<file path="src/core/mcl_pkg.sv">
/*
  Shared constants for the modem-control line block: line levels, mode
  codes, power-save setting encodings and time figures.
  Assumes a single 50 MHz module clock.
*/
package mcl_pkg;
  // Line levels: ON is low, OFF is high on every modem-control line
  localparam logic LINE_ON  = 1'b0;
  localparam logic LINE_OFF = 1'b1;

  // Power-save setting codes
  localparam logic [1:0] PSV_DISABLED = 2'h0;
  localparam logic [1:0] PSV_CYCLIC   = 2'h1;
  localparam logic [1:0] PSV_RTS_CTRL = 2'h2;
  localparam logic [1:0] PSV_DTR_CTRL = 2'h3;

  // Clock and time figures
  localparam int CLK_HZ        = 50_000_000;
  localparam int WAKE_MS       = 20;
  localparam int RING_ON_MS    = 1000;
  localparam int RING_OFF_MS   = 4000;
  localparam int CHAR_STOP_MAX = 2;

  // Derived cycle counts
  localparam int WAKE_CYC     = CLK_HZ / 1000 * WAKE_MS;
  localparam int RING_ON_CYC  = CLK_HZ / 1000 * RING_ON_MS;
  localparam int RING_OFF_CYC = CLK_HZ / 1000 * RING_OFF_MS;

  // Ring-cadence timer width covers the 5 s period
  localparam int RT_W = 28;
endpackage : mcl_pkg

</file>
<file path="src/core/mcl_modem_ctrl.sv">
/*
  Modem-control lines of the serial port: RTS/DTR inputs for flow control
  and power-save wake, DSR/DCD/RI outputs from mode and call status.
  Assumes all inputs are synchronous to i_clk_sys and that status and
  event inputs come from the module's protocol controller.
*/
// Operation
// - RTS treated OFF at init, pulled up
// - Flow control: RTS OFF pauses transmission
// - Transmission stops within two characters
// - Setting 2: RTS edge wakes, ON stays (code wakes on RTS only while i_hw_flow_en is low)
// - Default DSR mode: ON only in data
// - Alternate DSR mode: DSR always ON
// - DTR treated OFF at init, pulled up
// - Setting 3: DTR edge wakes, ON stays
// - Default DCD follows carrier and voice calls
// - Packet dial: DCD before connect confirmation
// - Circuit call: DCD before connect string
// - Input prompt commands hold DCD ON
// - Online command mode keeps DCD ON
// - DCD ON until every cause ends
// - Alternate DCD mode: DCD always ON
// - Incoming call rings 1 s on, 4 s off
// - Message arrival gives 1 s pulse
// - Close events retrigger without gap
// - Answer ends call pulse early
// - Extended notification events give 1 s pulse
// - Setting codes: 0 off, 1 cyclic, 2 RTS, 3 DTR
// - No flow control under setting 2
module mcl_modem_ctrl #(
  parameter int WAKE_CYC     = mcl_pkg::WAKE_CYC,
  parameter int RING_ON_CYC  = mcl_pkg::RING_ON_CYC,
  parameter int RING_OFF_CYC = mcl_pkg::RING_OFF_CYC
) (
  input  wire logic       i_clk_sys,
  input  wire logic       i_rstn,
  // Host-driven lines; 1 = OFF, pull-up already resolved at the pad
  input  wire logic       i_rts_n,
  input  wire logic       i_dtr_n,
  // Configuration
  input  wire logic [1:0] i_power_save_setting,
  input  wire logic       i_hw_flow_en,
  input  wire logic       i_dsr_follow_mode,
  input  wire logic       i_dcd_follow_mode,
  input  wire logic       i_msg_ring_en,
  input  wire logic       i_extended_ring_notification,
  // Status from the protocol controller
  input  wire logic       i_data_mode,
  input  wire logic       i_carrier,
  input  wire logic       i_voice_call,
  input  wire logic       i_data_call,
  input  wire logic       i_input_prompt,
  input  wire logic       i_call_ringing,
  // Single-cycle events
  input  wire logic       i_call_answer,
  input  wire logic       i_msg_arrival,
  input  wire logic       i_ext_event,
  input  wire logic       i_connect_req,
  input  wire logic       i_tx_char_done,
  // Outputs
  output logic            o_dsr_n,
  output logic            o_dcd_n,
  output logic            o_ri_n,
  output logic            o_tx_enable,
  output logic            o_uart_enable,
  output logic            o_wake_done,
  output logic            o_stay_active,
  output logic            o_connect_go,
  output logic            o_flow_eff
);
  localparam int WW = 21;

  initial begin
    if (WAKE_CYC < 1 || WAKE_CYC >= (1 << WW))
      $error("mcl_modem_ctrl: wake count out of range");
  end

  typedef enum logic [1:0] {
    MCL_ST_SLEEP = 2'b00,
    MCL_ST_WAKE  = 2'b01,
    MCL_ST_AWAKE = 2'b10
  } mcl_wake_e;

  typedef struct packed {
    logic          rts_prev;
    logic          dtr_prev;
    mcl_wake_e     wst;
    logic [WW-1:0] wcnt;
    logic [1:0]    stop_cnt;
    logic          tx_en;
    logic          uart_en;
    logic          wake_done;
    logic          stay;
    logic          dsr_n;
    logic          dcd_n;
    logic          conn_go;
    logic          conn_pend;
    logic          flow;
  } mcl_state_s;

  mcl_state_s s_q;
  mcl_state_s s_d;
  logic       ri_on;

  logic       flow_eff;
  logic       ctl_line_n;
  logic       ctl_prev_n;
  logic       ps_line_mode;
  logic       dcd_req;

  // Flow control is forced off under the RTS-controlled setting
  assign flow_eff = i_hw_flow_en &&
                    (i_power_save_setting != mcl_pkg::PSV_RTS_CTRL);
  assign ps_line_mode = (i_power_save_setting == mcl_pkg::PSV_RTS_CTRL && !i_hw_flow_en) ||
                        (i_power_save_setting == mcl_pkg::PSV_DTR_CTRL);
  // Wake line selection: RTS in setting 2, DTR in setting 3
  assign ctl_line_n = (i_power_save_setting == mcl_pkg::PSV_DTR_CTRL) ? i_dtr_n : i_rts_n;
  assign ctl_prev_n = (i_power_save_setting == mcl_pkg::PSV_DTR_CTRL) ? s_q.dtr_prev
                                                                      : s_q.rts_prev;
  // Every cause that asks for DCD ON, ORed so none can drop it early
  assign dcd_req = i_carrier || i_voice_call || i_data_mode ||
                   i_data_call || i_input_prompt;

  always_comb begin
    s_d = s_q;
    s_d.rts_prev = i_rts_n;
    s_d.dtr_prev = i_dtr_n;
    s_d.flow     = flow_eff;

    // Transmit gating: up to two characters may still leave after RTS OFF
    if (!flow_eff || i_rts_n == mcl_pkg::LINE_ON) begin
      s_d.stop_cnt = '0;
      s_d.tx_en    = 1'b1;
    end else begin
      // Counts cycles since RTS went OFF so an idle line pauses too
      if (s_q.stop_cnt != 2'(mcl_pkg::CHAR_STOP_MAX)) begin
        s_d.stop_cnt = s_q.stop_cnt + 2'h1;
      end
      // Pause at the next character boundary or a cycle later, well inside two
      s_d.tx_en = !(i_tx_char_done ||
                    s_q.stop_cnt >= 2'(mcl_pkg::CHAR_STOP_MAX - 1) ||
                    !s_q.tx_en);
    end

    // Power-save wake sequencer
    if (!ps_line_mode) begin
      s_d.wst       = MCL_ST_AWAKE;
      s_d.wcnt      = '0;
      s_d.uart_en   = (i_power_save_setting != mcl_pkg::PSV_CYCLIC);
      s_d.wake_done = 1'b1;
      s_d.stay      = (i_power_save_setting == mcl_pkg::PSV_DISABLED);
    end else begin
      case (s_q.wst)
        MCL_ST_SLEEP: begin
          s_d.uart_en   = 1'b0;
          s_d.wake_done = 1'b0;
          s_d.stay      = 1'b0;
          if (ctl_prev_n == mcl_pkg::LINE_OFF && ctl_line_n == mcl_pkg::LINE_ON) begin
            s_d.wst     = MCL_ST_WAKE;
            s_d.wcnt    = WW'(WAKE_CYC - 1);
            s_d.uart_en = 1'b1;
            s_d.stay    = 1'b1;
          end
        end
        MCL_ST_WAKE: begin
          if (ctl_line_n == mcl_pkg::LINE_OFF) begin
            s_d.wst     = MCL_ST_SLEEP;
            s_d.uart_en = 1'b0;
            s_d.stay    = 1'b0;
          end else if (s_q.wcnt == '0) begin
            s_d.wst       = MCL_ST_AWAKE;
            s_d.wake_done = 1'b1;
          end else begin
            s_d.wcnt = s_q.wcnt - 1'b1;
          end
        end
        MCL_ST_AWAKE: begin
          // Line OFF releases the port; idle is then up to the power manager
          if (ctl_line_n == mcl_pkg::LINE_OFF) begin
            s_d.wst       = MCL_ST_SLEEP;
            s_d.uart_en   = 1'b0;
            s_d.wake_done = 1'b0;
            s_d.stay      = 1'b0;
          end else begin
            s_d.uart_en   = 1'b1;
            s_d.wake_done = 1'b1;
            s_d.stay      = 1'b1;
          end
        end
        default: begin
          s_d.wst = MCL_ST_SLEEP;
        end
      endcase
    end

    // DSR follows data mode, or stays ON in the alternate mode
    s_d.dsr_n = i_dsr_follow_mode ? (i_data_mode ? mcl_pkg::LINE_ON : mcl_pkg::LINE_OFF)
                                  : mcl_pkg::LINE_ON;
    s_d.dcd_n = (!i_dcd_follow_mode || dcd_req) ? mcl_pkg::LINE_ON
                                                : mcl_pkg::LINE_OFF;

    // Connect confirmation waits until DCD is already driven ON
    s_d.conn_go = 1'b0;
    if (i_connect_req) begin
      s_d.conn_pend = 1'b1;
    end
    if (s_q.conn_pend && s_q.dcd_n == mcl_pkg::LINE_ON) begin
      s_d.conn_go   = 1'b1;
      s_d.conn_pend = 1'b0;
    end
  end

  // Reset state: every line OFF except the ON-by-default alternates follow next cycle
  always_ff @(posedge i_clk_sys or negedge i_rstn) begin
    if (!i_rstn) begin
      s_q          <= '0;
      s_q.rts_prev <= mcl_pkg::LINE_OFF;
      s_q.dtr_prev <= mcl_pkg::LINE_OFF;
      s_q.wst      <= MCL_ST_SLEEP;
      s_q.dsr_n    <= mcl_pkg::LINE_OFF;
      s_q.dcd_n    <= mcl_pkg::LINE_OFF;
    end else begin
      s_q <= s_d;
    end
  end

  mcl_ring_timer #(
    .ON_CYC  (RING_ON_CYC),
    .OFF_CYC (RING_OFF_CYC)
  ) u_ring (
    .i_clk_sys     (i_clk_sys),
    .i_rstn        (i_rstn),
    .i_call_ring   (i_call_ringing),
    .i_call_answer (i_call_answer),
    .i_evt         ((i_msg_arrival && i_msg_ring_en) ||
                    (i_ext_event && i_extended_ring_notification)),
    .o_ri_on       (ri_on)
  );

  assign o_dsr_n       = s_q.dsr_n;
  assign o_dcd_n       = s_q.dcd_n;
  assign o_ri_n        = !ri_on;
  assign o_tx_enable   = s_q.tx_en;
  assign o_uart_enable = s_q.uart_en;
  assign o_wake_done   = s_q.wake_done;
  assign o_stay_active = s_q.stay;
  assign o_connect_go  = s_q.conn_go;
  assign o_flow_eff    = s_q.flow;

  a_flow_pause: assert property (@(posedge i_clk_sys) disable iff (!i_rstn)
    (flow_eff && i_rts_n && !i_tx_char_done)[*3] |=> !o_tx_enable)
    else $error("transmit not paused after RTS off");
  a_flow_resume: assert property (@(posedge i_clk_sys) disable iff (!i_rstn)
    (!i_rts_n) |=> o_tx_enable) else $error("transmit not resumed");
  a_no_flow_ps2: assert property (@(posedge i_clk_sys) disable iff (!i_rstn)
    (i_power_save_setting == mcl_pkg::PSV_RTS_CTRL) |=> !o_flow_eff)
    else $error("flow control active in setting 2");
  a_wake_delay: assert property (@(posedge i_clk_sys) disable iff (!i_rstn)
    (ps_line_mode && s_q.wst == MCL_ST_SLEEP && ctl_prev_n && !ctl_line_n)
    |=> (o_uart_enable && !o_wake_done)) else $error("wake start wrong");
  a_sleep_off: assert property (@(posedge i_clk_sys) disable iff (!i_rstn)
    (ps_line_mode && ctl_line_n && $past(ps_line_mode)) |=> !o_uart_enable)
    else $error("port enabled with control line off");
  a_dsr_data: assert property (@(posedge i_clk_sys) disable iff (!i_rstn)
    i_dsr_follow_mode |=> (o_dsr_n == !$past(i_data_mode)))
    else $error("DSR does not follow data mode");
  a_dsr_fixed: assert property (@(posedge i_clk_sys) disable iff (!i_rstn)
    !i_dsr_follow_mode |=> !o_dsr_n) else $error("DSR not held on");
  a_dcd_fixed: assert property (@(posedge i_clk_sys) disable iff (!i_rstn)
    !i_dcd_follow_mode |=> !o_dcd_n) else $error("DCD not held on");
  a_dcd_prompt: assert property (@(posedge i_clk_sys) disable iff (!i_rstn)
    (i_input_prompt || i_data_call) |=> !o_dcd_n)
    else $error("DCD off while a cause holds it");
  a_connect_after: assert property (@(posedge i_clk_sys) disable iff (!i_rstn)
    o_connect_go |-> ($past(s_q.dcd_n) == mcl_pkg::LINE_ON))
    else $error("connect before DCD on");
endmodule : mcl_modem_ctrl

</file>
<file path="src/core/mcl_ring_timer.sv">
/*
  Ring-indicator pulse generator: retriggerable one-shot for message and
  extended events, plus a 1 s ON / 4 s OFF cadence while a call rings.
  Assumes synchronous single-cycle event pulses on the module clock.
*/
module mcl_ring_timer #(
  parameter int ON_CYC  = mcl_pkg::RING_ON_CYC,
  parameter int OFF_CYC = mcl_pkg::RING_OFF_CYC
) (
  input  wire logic i_clk_sys,
  input  wire logic i_rstn,
  input  wire logic i_call_ring,
  input  wire logic i_call_answer,
  input  wire logic i_evt,
  output logic      o_ri_on
);
  localparam int W = mcl_pkg::RT_W;

  initial begin
    if (ON_CYC < 1 || OFF_CYC < 1 || ON_CYC + OFF_CYC >= (1 << W))
      $error("mcl_ring_timer: pulse counts out of range");
  end

  typedef struct packed {
    logic [W-1:0] ev_cnt;
    logic [W-1:0] cad_cnt;
    logic         ri_on;
  } mcl_rt_s;

  mcl_rt_s s_q;
  mcl_rt_s s_d;

  // Cadence counter runs only while ringing; event one-shot reloads on each event
  always_comb begin
    s_d = s_q;
    if (i_evt) begin
      s_d.ev_cnt = W'(ON_CYC);
    end else if (s_q.ev_cnt != '0) begin
      s_d.ev_cnt = s_q.ev_cnt - 1'b1;
    end
    if (!i_call_ring || i_call_answer) begin
      s_d.cad_cnt = '0;
    end else if (s_q.cad_cnt == W'(ON_CYC + OFF_CYC)) begin
      // Count runs 1..ON+OFF so the first ON phase is as long as the rest
      s_d.cad_cnt = W'(1);
    end else begin
      s_d.cad_cnt = s_q.cad_cnt + 1'b1;
    end
    // Answer kills only the call cadence; message pulses still run out
    s_d.ri_on = (s_d.ev_cnt != '0) ||
                (i_call_ring && !i_call_answer && s_d.cad_cnt <= W'(ON_CYC));
  end

  always_ff @(posedge i_clk_sys or negedge i_rstn) begin
    if (!i_rstn) begin
      s_q <= '0;
    end else begin
      s_q <= s_d;
    end
  end

  assign o_ri_on = s_q.ri_on;

  a_ring_start_on: assert property (@(posedge i_clk_sys) disable iff (!i_rstn)
    i_evt |=> o_ri_on) else $error("ring indicator not on after event");
  a_answer_quiet: assert property (@(posedge i_clk_sys) disable iff (!i_rstn)
    (i_call_answer && s_q.ev_cnt <= 1 && !i_evt) |=> !o_ri_on)
    else $error("ring indicator still on after answer");
endmodule : mcl_ring_timer

</file>
<file path="config.mk">
export PLATFORM = sky130hd
export DESIGN_NAME = mcl_modem_ctrl
export DESIGN_NICKNAME = d
export VERILOG_FILES = /design/src/core/mcl_pkg.sv /design/src/core/mcl_modem_ctrl.sv /design/src/core/mcl_ring_timer.sv
export SDC_FILE = /design/constraint.sdc
export NUM_CORES = 1
export LEC_CHECK = 0
export ABC_AREA = 1
export BUFFER_PORTS_ARGS = -buffer_cell sky130_fd_sc_hd__buf_2
export CAP_MARGIN = 15
export CORE_MARGIN = 1
export CORE_UTILIZATION = 55
export DETAILED_ROUTE_END_ITERATION = 8
export PLACE_DENSITY_LB_ADDON = 0.08
export SETUP_SLACK_MARGIN = 0.05
export SLEW_MARGIN = 20
export SYNTH_ARGS = -nofsm -noshare
export SYNTH_HDL_FRONTEND = slang
export SYNTH_HIERARCHICAL = 1
export SYNTH_SLANG_ARGS = --single-unit
export TNS_END_PERCENT = 5
</file>
<file path="constraint.sdc">
create_clock -name i_clk_sys -period 2.3 [get_ports i_clk_sys]
set_input_delay 0.345 -clock i_clk_sys [delete_from_list [all_inputs] [get_ports i_clk_sys]]
set_output_delay 0.345 -clock i_clk_sys [all_outputs]
set_load 0.01 [all_outputs]
</file>
; ---- After elaboration in Yosys (flattened, before gate mapping)
; Cells that the tools add are included.
[word_totals]
regBits = 93
in_bits = 22
out_inout_bits = 9
wordCells = 111
[op_classes]
add_sub_neg = 4
magnitude_cmp = 2
n_eq_ne = 17
mux = 29
bitwise_logic = 3
reduce_logical = 39
[op_table]
columns = cell, n
row1 = $mux 28, 4
row2 = $reduce_bool 28->1, 2
row3 = $mux 23, 2
row4 = $mux 21, 2
row5 = $pmux 21 s2, 1
row6 = $add 28x1->28 const B, 1
row7 = $eq 28x28->1 const B, 1
row8 = $le 28x26->1 const B, 1
row9 = $sub 28x1->28 const B, 1
row10 = $logic_not 21->1, 1
row11 = $sub 21x1->21 const B, 1
row12 = $ne 3x3->1 const B, 6
row13 = $logic_or 1x1->1, 12
row14 = $mux 1, 10
row15 = $mux 2, 5
row16 = $mux 3, 3
row17 = $pmux 3 s3, 1
row18 = $logic_and 1x1->1, 8
row19 = $logic_not 1->1, 8
row20 = $eq 2x2->1 const B, 3
row21 = $pmux 2 s3, 1
row22 = $reduce_and 3->1, 2
row23 = $logic_not 2->1, 2
row24 = $ne 2x2->1 const B, 2
row25 = 11 further kinds, 14

; ---- Depth between registers and ports, before layout
; Gate-level depths: netlist of run 1.
[logic_depth]
depth_word = 7
depth_mapped = 18
mapped_depth_nobuf = 18

; ---- By module
; Netlist of run 1, hierarchy kept.
[modules_own_cells]
columns = module, instances, cells_per_inst, area_each_um2, seq_area_each_um2
row1 = mcl_ring_timer, 1, 587, 3958.8, 1426.4
row2 = mcl_modem_ctrl, 1, 301, 2356.0, 905.9

; ---- Worst setup path before layout of run 1
; No wires, ideal clock.
[synth_timing]
path_kind = reg-to-reg
start = register u_ring/s_q[1] (netlist name)
end = register u_ring.s_q, in the netlist u_ring/o_ri_on
arrival_time_ns = 1.820
t_required_ns = 2.183
slack_ns = 0.362
stages_incl_launch_ff = 19
n_path_buf = 1
path_cell_list = dfrtp_1 > inv_1 > ha_1 > nand2_1 > nor2_1 > nand3_1 > nor2_2 > nor2_2 > buf_6 > nand3_2 > nand2_1 > inv_1 > nand2_1 > nor2_2 > nand3_1 > nand3_1 > nand2_1 > nand2_1 > nand2_1
[synth_lines]
columns = element, line_no
row1 = from (decl), mcl_ring_timer.sv:30  ; mcl_rt_s s_q;
row2 = from (signal assigned), mcl_ring_timer.sv:56  ; s_q <= '0;
row3 = from (signal assigned), mcl_ring_timer.sv:58  ; s_q <= s_d;

==> results.json, run 1 <==
{
  "syn_nets": 920,
  "insertion_delay_ps": 350,
  "drt_wl_total_mm": 15.15,
  "ios": 31,
  "fin_area_sq_um": 7156,
  "switchingPower_mw": 1.778,
  "numCtsBuffers": 9,
  "drv_cap": 0,
  "combPwrFrac_pct": 28.9,
  "clkSinkCount": 93,
  "fmax_ghz": 0.4577,
  "ant_nets": 0,
  "cp_slowest_cell": "dfrtp_1",
  "place_inst": 1062,
  "h-tree-depth": 3,
  "syn_area_sq_um": 6315,
  "layout-area-overhead-vs-synth_pct": 13.31,
  "place_area_sq_um": 6680,
  "drc_errors": 0,
  "worst_pin_slew_ps": 521.1,
  "cts_tree": "done",
  "num_rows": 38,
  "criticalPathCategory": "flop to flop",
  "ys_ff_latch": 93,
  "synth-seq-area-share_pct": 36.93,
  "synth.avg_cell_area_sq_um": 7.111,
  "cp.arrival_ps": 2420,
  "slowest_delay_ps": 420,
  "coreArea_sq_um": 11030,
  "min_from": "i_rts_n",
  "seqPwrFrac_pct": 40.0,
  "cts.path.max_buffers": 2,
  "wire_per_inst_um": 13.98,
  "synth_cells": 888,
  "cp-start-kind": "flop",
  "finalCoreUtilization_pct": 64.87,
  "place_ws_ps": 9.809,
  "ir_worst_vdd_mv": 0.4483,
  "grt_pass1_wl_mm": 25.43,
  "nNetsFinal": 971,
  "p_per_area_nw_per_um2": 695.5,
  "die_w_um": 109.2,
  "top_layer": "met4",
  "path_cells": "nand2_1 > inv_1 > nand2_1 > nor2_1 > nand2_1 > nor2_2 > nor2_2 > buf_12 > nand3_1 > nand2_1 > inv_1 > nand2_1 > nor2_2 > nand3_1 > nand3_1 > nand2_1 > nand2_1 > nand2_1",
  "final-max-slew-violation-count": 0,
  "die_y_um": 109.2,
  "worstReg2RegStart": "u_ring/s_q[26]",
  "finalCritPeriodShare_pct": 94.99,
  "hold_violations": 0,
  "setup_ws_ps": 115.2,
  "fin_worst_skew_ps": 8.823,
  "status": "complete, no violations",
  "start_util_pct": 57.25,
  "ys_types": 42,
  "grt_setup_unrepaired": "true",
  "hold_path.class": "primary input to flop",
  "first_global_vias": 5442,
  "fin_tns_setup_ps": 0,
  "antenna_cells": 0,
  "wl_met3_um": 730,
  "critPathCaptureType": "flop",
  "swShare_pct": 35.72,
  "met2WireLength_mm": 7.139,
  "relSlewSlack_pct": 65.26,
  "antenna_found_initial": 0,
  "cp-startpoint": "u_ring/s_q[26]",
  "cp.required_ps": 2540,
  "grt_max_degree": 41,
  "grt_remaining_overflow": 0,
  "period_needed_ps": 2185,
  "drt_iter0_drc": 391,
  "viasPerCell": 5.288,
  "portBuffers": 30,
  "firstDrtPassIters": 7,
  "gp_routability_congestion": 0.9464,
  "leakagePower_nw": 3.551,
  "clkPwrFrac_pct": 31.1,
  "cp_common_cell": "nand2_1",
  "crit_fanout": 11,
  "final_cell_count_no_fill": 1084,
  "track_usage_pct": 27.65,
  "clk_pin_slew_ps": 60,
  "synth-warning-count": 6,
  "cts-root-buf": "clkbuf_16",
  "wl_met1_mm": 6.956,
  "dieArea_sq_um": 11910,
  "setup_viol": 0,
  "vias": 5732,
  "internal_power_mw": 3.199,
  "drive_gt1_share_pct": 19.92,
  "dpl.hpwl_mm": 11.41
}
## layer usage
layer	track usage (%)	vias up
met5	0	-
met4	10.14	0
met3	3.347	30
met2	45.10	144
met1	37.60	2665
li1	-	2893
## worst max-delay path, delay by kind of cell (launching register included)
| kind | cells | cell delay [ps] |
|---|---|---|
| simple gates | 15 | 1360 |
| flops | 1 | 420 |
| buf+inv | 3 | 300 |
## state kept, by name, summed over array words and instances (netlist names)
register        count
o_connect_go        1
o_dcd_n             1
o_dsr_n             1
o_flow_eff          1
o_stay_active       1
o_tx_enable         1
o_uart_enable       1
o_wake_done         1
s_q                28
u_ring/o_ri_on      1
u_ring/s_q         56
## power by group through the flow
stage                     registers, mW  clock network [mW]  logic [mW]
after floorplan                    1.99                   0        1.04
after detailed placement           2.01                   0        1.36
after global routing               2.02                1.66        1.63
final                              1.99                1.55        1.44
after CTS                          1.98                1.58        1.37
after global placement             2.01                   0        1.33
## synthesized netlist by cell type (all sizes together)
cell | n | share of area, %
dfrtp | 89 | 35
dfstp | 4 | 1.7
nand3 | 74 | 6.3
a31o | 2 | 0.28
nor2 | 178 | 13
xor2 | 20 | 2.8
ha | 10 | 2.0
and3 | 1 | 0.099
buf | 7 | 1.2
or2 | 2 | 0.20
and2 | 1 | 0.099
nand2 | 257 | 17
nor3 | 14 | 1.2
o21ai | 37 | 3.9
o21bai | 3 | 0.36
clkbuf | 5 | 0.30
clkinv | 2 | 0.32
nor3b | 1 | 0.12
xnor2 | 16 | 2.2
nand4 | 25 | 2.6
nand3b | 4 | 0.48
a22o | 1 | 0.14
inv | 115 | 6.8
a21oi | 20 | 1.6
## layout by cell type, fill, tap and decap left out, types with 12 or more instances in the layout
cell type  synthesis  routed
o21ai_0           16      16
nor3_1            13      12
nor2_2            12      18
nand4_1           24      24
nor2_4            10      14
nand3_1           71      67
nand2_1          222     218
nand2_2           29      33
buf_4              2      20
buf_2              2      29
xor2_1            20      20
xnor2_1           16      16
inv_1            108     106
a21oi_1           20      20
o21ai_2           14      14
dfrtp_1           89      87
nor2_1           154     144
## final timing paths
path,depth (start not counted),endpoint,slack (ps)
max in group asynchronous,3,s_q[35],1090
worst max-delay path,18,u_ring/o_ri_on,120
min in group asynchronous,2,u_ring/s_q[31],510
worst min-delay path,1,s_q[35],110
worst max register to register,18,u_ring/o_ri_on,120
worst min register to register,2,s_q[11],480
## what timing repair did
item	4_1_cts	5_1_grt
hold buffers	1	0
pin swaps	1	12
setup buffers	1	4
endpoints found under the setup margin	1	1
gates resized for setup	1	32
hold endpoints to repair	34	0
## layout make-up
class | instances | area, sq um
Timing Repair Buffer | 52 | 336.6
Clock buffer | 11 | 252.7
Tap cell | 140 | 175.2
Inverter | 117 | 451.7
Fill cell | 983 | 3875
Sequential cell | 93 | 2335
Clock inverter | 5 | 58.81
Multi-Input combinational cell | 666 | 3546
## through the flow
| stage | power (mW) | hold WS (ps) |
|---|---|---|
| after floorplan | 3.024 | 49.41 |
| after global placement | 3.338 | 353.8 |
| after detailed placement | 3.368 | 352.5 |
| after CTS | 4.933 | 104.4 |
| after global routing | 5.311 | 110.1 |
| final | 4.977 | 111.9 |
## kinds of logic (layout without fill, tap and decap cells)
logic type               Yosys count  count (layout)  share of synthesized area (%)
AND/OR/NAND/NOR                  557             557                          41.13
XOR/XNOR                          36              36                          4.993
adder cells (fa/ha/maj)           10              10                          1.981
flip-flops                        93              93                          36.93
AO/OA/AOI/OAI                     63              63                          6.301
buffers and inverters            129             185                          8.659
Power figures use the tool's default switching activity.
==> run 2, diff against run 1 <==
--- a/config.mk
+++ b/config.mk
@@ -11,7 +11,9 @@
 export CORE_MARGIN = 1
 export CORE_UTILIZATION = 55
 export DETAILED_ROUTE_END_ITERATION = 8
+export GPL_ROUTABILITY_DRIVEN = 0
 export PLACE_DENSITY_LB_ADDON = 0.08
+export REMOVE_ABC_BUFFERS = 1
 export SETUP_SLACK_MARGIN = 0.05
 export SLEW_MARGIN = 20
 export SYNTH_ARGS = -nofsm -noshare
==> run 2 against run 1 <==
Against the previous run: final cell count barely moved; sequential power barely moved; register-to-register slack hardly changed; count of clock-buffer cells in the layout is 2 higher; global-route usage shrank 0.93 points; largest cell class unchanged.
==> results.json, run 2 (same netlist as run 1, synthesis figures left out) <==
{
  "track_usage_pct": 26.71,
  "drv_cap": 0,
  "dieArea_sq_um": 11910,
  "hold_path.class": "primary input to flop",
  "relSlewSlack_pct": 62.13,
  "seqPwrFrac_pct": 41.4,
  "layout-area-overhead-vs-synth_pct": 12.44,
  "final-max-slew-violation-count": 0,
  "clkPwrFrac_pct": 29.6,
  "ios": 31,
  "wl_met3_um": 767,
  "clk_pin_slew_ps": 60,
  "top_layer": "met4",
  "ant_nets": 0,
  "leakagePower_nw": 3.559,
  "cts.path.max_buffers": 2,
  "fmax_ghz": 0.4585,
  "internal_power_mw": 3.069,
  "fin_tns_setup_ps": 0,
  "antenna_found_initial": 0,
  "cts-root-buf": "clkbuf_16",
  "place_ws_ps": 58.66,
  "hold_slack_ps": 116.1,
  "antenna_cells": 0,
  "reg_top3": "u_ring/s_q x56, s_q x28",
  "cts_tree": "done",
  "criticalPathCategory": "flop to flop",
  "met2WireLength_mm": 6.831,
  "combPwrFrac_pct": 29.0,
  "fin_worst_skew_ps": 8.105,
  "grt_max_degree": 40,
  "numCtsBuffers": 9,
  "die_w_um": 109.2,
  "setup_viol": 0,
  "coreArea_sq_um": 11030,
  "vias": 5733,
  "dpl.hpwl_mm": 11.09,
  "drt_iter0_drc": 435,
  "viasPerCell": 5.284,
  "h-tree-depth": 3,
  "nNetsFinal": 972,
  "clkSinkCount": 93,
  "grt_remaining_overflow": 0,
  "cp-start-kind": "flop",
  "top_register": "u_ring/s_q",
  "place_area_sq_um": 6673,
  "status": "complete, no violations",
  "grt_setup_unrepaired": "true",
  "worst_pin_slew_ps": 563.7,
  "setup_ws_ps": 118.9,
  "first_global_vias": 5442,
  "wire_per_inst_um": 13.68,
  "finalCoreUtilization_pct": 64.37,
  "period_needed_ps": 2181,
  "critPathCaptureType": "flop",
  "wl_met1_mm": 6.921,
  "cp.arrival_ps": 2420,
  "swShare_pct": 35.92,
  "num_rows": 38,
  "die_y_um": 109.2,
  "p_per_area_nw_per_um2": 674.6,
  "crit_fanout": 5,
  "final_cell_mix": "nand2_1, nor2_1, inv_1",
  "drt_wl_total_mm": 14.85,
  "ir_worst_vdd_mv": 0.5019,
  "portBuffers": 30,
  "cp.required_ps": 2540,
  "fin_area_sq_um": 7101,
  "start_util_pct": 57.25,
  "largest_reg_flops": 56,
  "firstDrtPassIters": 7,
  "finalCritPeriodShare_pct": 94.83,
  "drive_gt1_share_pct": 19.15,
  "drc_errors": 0,
  "switchingPower_mw": 1.721,
  "hold_violations": 0,
  "grt_pass1_wl_mm": 24.71,
  "layout_commonest_cell": "nand2_1",
  "insertion_delay_ps": 350
}
-- run 2: cell count changes in the layout (fill, tap and decap cells not counted), sizes merged --
| cell | before | now |
|---|---|---|
| clkbuf | 11 | 13 |
| bufinv | 1 | 0 |
| clkinv | 4 | 3 |
| buf | 51 | 52 |
-- run 2: stage by stage --
step           total power, mW  cells
6_report                 4.790   1085
5_1_grt                  5.115   1085
4_1_cts                  4.790   1078
3_5_place_dp             3.344   1061
3_3_place_gp             3.316   1061
2_1_floorplan            2.972    876
-- run 2: area by class of cell --
class	instances	area, sq um
Tap cell	140	175.2
Timing Repair Buffer	53	341.6
Multi-Input combinational cell	666	3517
Clock inverter	3	20.02
Fill cell	981	3930
Clock buffer	13	260.3
Sequential cell	93	2335
Inverter	117	451.7
-- run 2: worst paths after layout --
| check | from | endpoint | slack (ps) | cells after the start |
|---|---|---|---|---|
| max in group asynchronous | i_rstn | o_dsr_n | 1140 | 3 |
| worst max register to register | u_ring/s_q[29] | u_ring/o_ri_on | 120 | 14 |
| worst max-delay path | u_ring/s_q[29] | u_ring/o_ri_on | 120 | 14 |
| worst min register to register | s_q[11] | s_q[11] | 490 | 2 |
| worst min-delay path | i_voice_call | o_dcd_n | 120 | 2 |
| min in group asynchronous | i_rstn | u_ring/s_q[52] | 490 | 2 |
-- run 2: timing repair --
item | 4_1_cts | 5_1_grt
buffers inserted | 0 | 6
gates resized for setup | 1 | 23
pin swaps | 0 | 16
hold buffers | 1 | 0
gates cloned | 0 | 1
endpoints found under the setup margin | 1 | 1
hold endpoints to repair | 36 | 0
-- run 2: metal layers --
layer  GRT usage [%]  up-vias
met5               0        -
met4           11.29        0
met3           3.407       24
met2           41.96      153
met1           37.00     2655
li1                -     2901
-- run 2: worst max-delay path, stage by stage (launching register included) --
cell and delay (ps):
dfrtp_1 410, inv_2 120, ha_4 150, nor3b_4 180, nand4_1 200, nor2_2 210, nand2_1 90, nand3_2 80
nand2_1 60, nor2_1 100, nand3b_1 100, nor2_2 140, nand3_1 80, nor2_1 100, nand2_1 60
-- run 2: power groups by stage --
stage                     combinational, mW  clock [mW]  sequential [mW]
after global placement                 1.31           0             2.00
after CTS                              1.35        1.46             1.98
after floorplan                       0.987           0             1.99
after global routing                   1.56        1.54             2.01
after detailed placement               1.34           0             2.01
final                                  1.39        1.42             1.98
==> run 3, diff against run 2 <==
--- a/config.mk
+++ b/config.mk
@@ -12,6 +12,7 @@
 export CORE_UTILIZATION = 55
 export DETAILED_ROUTE_END_ITERATION = 8
 export GPL_ROUTABILITY_DRIVEN = 0
+export MAX_ROUTING_LAYER = met4
 export PLACE_DENSITY_LB_ADDON = 0.08
 export REMOVE_ABC_BUFFERS = 1
 export SETUP_SLACK_MARGIN = 0.05
==> run 3 against run 2 <==
Against the previous run: cell area unchanged; wire length up 0.32%; combinational power about the same; non-clock buffer count unchanged; worst hold slack better by 1.4 ps; power about the same; sequential share of layout area unchanged; fmax down 0.43%; critical endpoint unchanged; highest routed layer unchanged; critical path type unchanged.
==> results.json, run 3 (same netlist as run 1, synthesis figures left out) <==
{
  "worst_pin_slew_ps": 524.1,
  "antenna_cells": 0,
  "start_util_pct": 57.25,
  "cp.buffers_inverters": 1,
  "fmax_ghz": 0.4565,
  "insertion_delay_ps": 350,
  "fin_worst_skew_ps": 9.105,
  "cts_tree": "done",
  "final_cell_mix": "nand2_1, nor2_1, inv_1",
  "die_y_um": 109.2,
  "coreArea_sq_um": 11030,
  "critPathCaptureType": "flop",
  "portBuffers": 30,
  "multi_input_area_sq_um": 3517,
  "cp.required_ps": 2540,
  "setup_viol": 0,
  "cp_common_cell": "nand2_1",
  "ios": 31,
  "p_per_area_nw_per_um2": 675.1,
  "clkSinkCount": 93,
  "cts-root-buf": "clkbuf_16",
  "ir_worst_vdd_mv": 0.5009,
  "period_needed_ps": 2190,
  "rrSetupSlack_ps": 110,
  "drc_errors": 0,
  "first_global_vias": 5442,
  "fin_tns_setup_ps": 0,
  "numCtsBuffers": 9,
  "top_register": "u_ring/s_q",
  "drt_iter0_drc": 444,
  "grt_setup_unrepaired": "true",
  "setup_ws_ps": 109.6,
  "layout-area-overhead-vs-synth_pct": 12.44,
  "place_ws_ps": 58.66,
  "hold_path.class": "primary input to flop",
  "relSlewSlack_pct": 64.79,
  "hold_slack_ps": 117.5,
  "nNetsFinal": 972,
  "vias": 5773,
  "cts.path.max_buffers": 2,
  "criticalPathCategory": "flop to flop",
  "cp.arrival_ps": 2430,
  "die_w_um": 109.2,
  "grt_max_degree": 40,
  "slowest_delay_ps": 410,
  "crit_fanout": 5,
  "cp-start-kind": "flop",
  "status": "complete, no violations",
  "grt_remaining_overflow": 0,
  "track_usage_pct": 27.55,
  "wire_per_inst_um": 13.73,
  "dieArea_sq_um": 11910,
  "num_rows": 38,
  "hold_violations": 0,
  "antenna_found_initial": 0,
  "regArea_sq_um": 2335,
  "fillers": 981,
  "drt_wl_total_mm": 14.90,
  "dpl.hpwl_mm": 11.09,
  "finalCritPeriodShare_pct": 95.24,
  "path_cells": "inv_2 > ha_4 > nor3b_4 > nand4_1 > nor2_2 > nand2_1 > nand3_2 > nand2_1 > nor2_1 > nand3b_1 > nor2_2 > nand3_1 > nor2_1 > nand2_1",
  "leakagePower_nw": 3.559,
  "cpLargestDelayFamily": "simple AND/OR/NAND/NOR gates",
  "grt_pass1_wl_mm": 24.73,
  "ant_nets": 0,
  "final-max-slew-violation-count": 0,
  "reg_top3": "u_ring/s_q x56, s_q x28",
  "drive_gt1_share_pct": 19.15,
  "layout_commonest_cell": "nand2_1",
  "firstDrtPassIters": 8,
  "largest_reg_flops": 56,
  "h-tree-depth": 3,
  "clk_pin_slew_ps": 60,
  "fin_area_sq_um": 7101,
  "drv_cap": 0,
  "place_area_sq_um": 6673,
  "viasPerCell": 5.321,
  "cp_slowest_cell": "dfrtp_1"
}
[run 3: cell counts in the layout (fill, tap and decap cells not counted)]
No cell type changed its count.
[run 3: final cells by class]
class	count	area share, %
clock buffers	13	3.665
inverters	117	6.361
multi-input cells	666	49.53
flip-flops and latches	93	32.88
clock inverters	3	0.2819
repair buffers	53	4.811
well taps	140	2.467
[run 3: worst paths after layout]
kind                           startpoint        endpoint  depth (start not counted)
hold reg to reg                   s_q[11]         s_q[11]                          2
min in group asynchronous          i_rstn  u_ring/s_q[52]                          2
max in group asynchronous          i_rstn         o_dsr_n                          3
setup reg to reg           u_ring/s_q[29]  u_ring/o_ri_on                         14
hold / removal               i_voice_call         o_dcd_n                          2
setup / recovery           u_ring/s_q[29]  u_ring/o_ri_on                         14
[run 3: routing by layer]
layer  up-vias  global-route usage [%]  part of all wire [%]
li1       2897                       -                     -
met1      2697                   37.04                    47
met2       153                   41.91                    46
met3        26                   3.586                   4.8
met4         0                   11.29                   2.1
met5         -                       -                     0
[run 3: timing repair]
action | 4_1_cts | 5_1_grt
pin swaps | 0 | 16
hold buffers | 1 | 0
resized for setup | 1 | 23
buffers inserted | 0 | 6
setup endpoints to repair | 1 | 1
cloned | 0 | 1
hold endpoints to repair | 36 | 0
[run 3: power breakdown]
part	internal (mW)	switching [mW]	total, mW
Combinational	0.466	0.928	1.39
Clock	0.791	0.626	1.42
Sequential	1.81	0.169	1.98
Total	3.07	1.72	4.79
[run 3: per-stage QoR]
stage	power (mW)	util (%)	cells
floorplan	2.972	-	876
global placement	3.316	60.49	1061
detailed placement	3.344	60.49	1061
CTS	4.790	63.15	1078
global route	5.118	64.37	1085
finish	4.794	64.37	1085
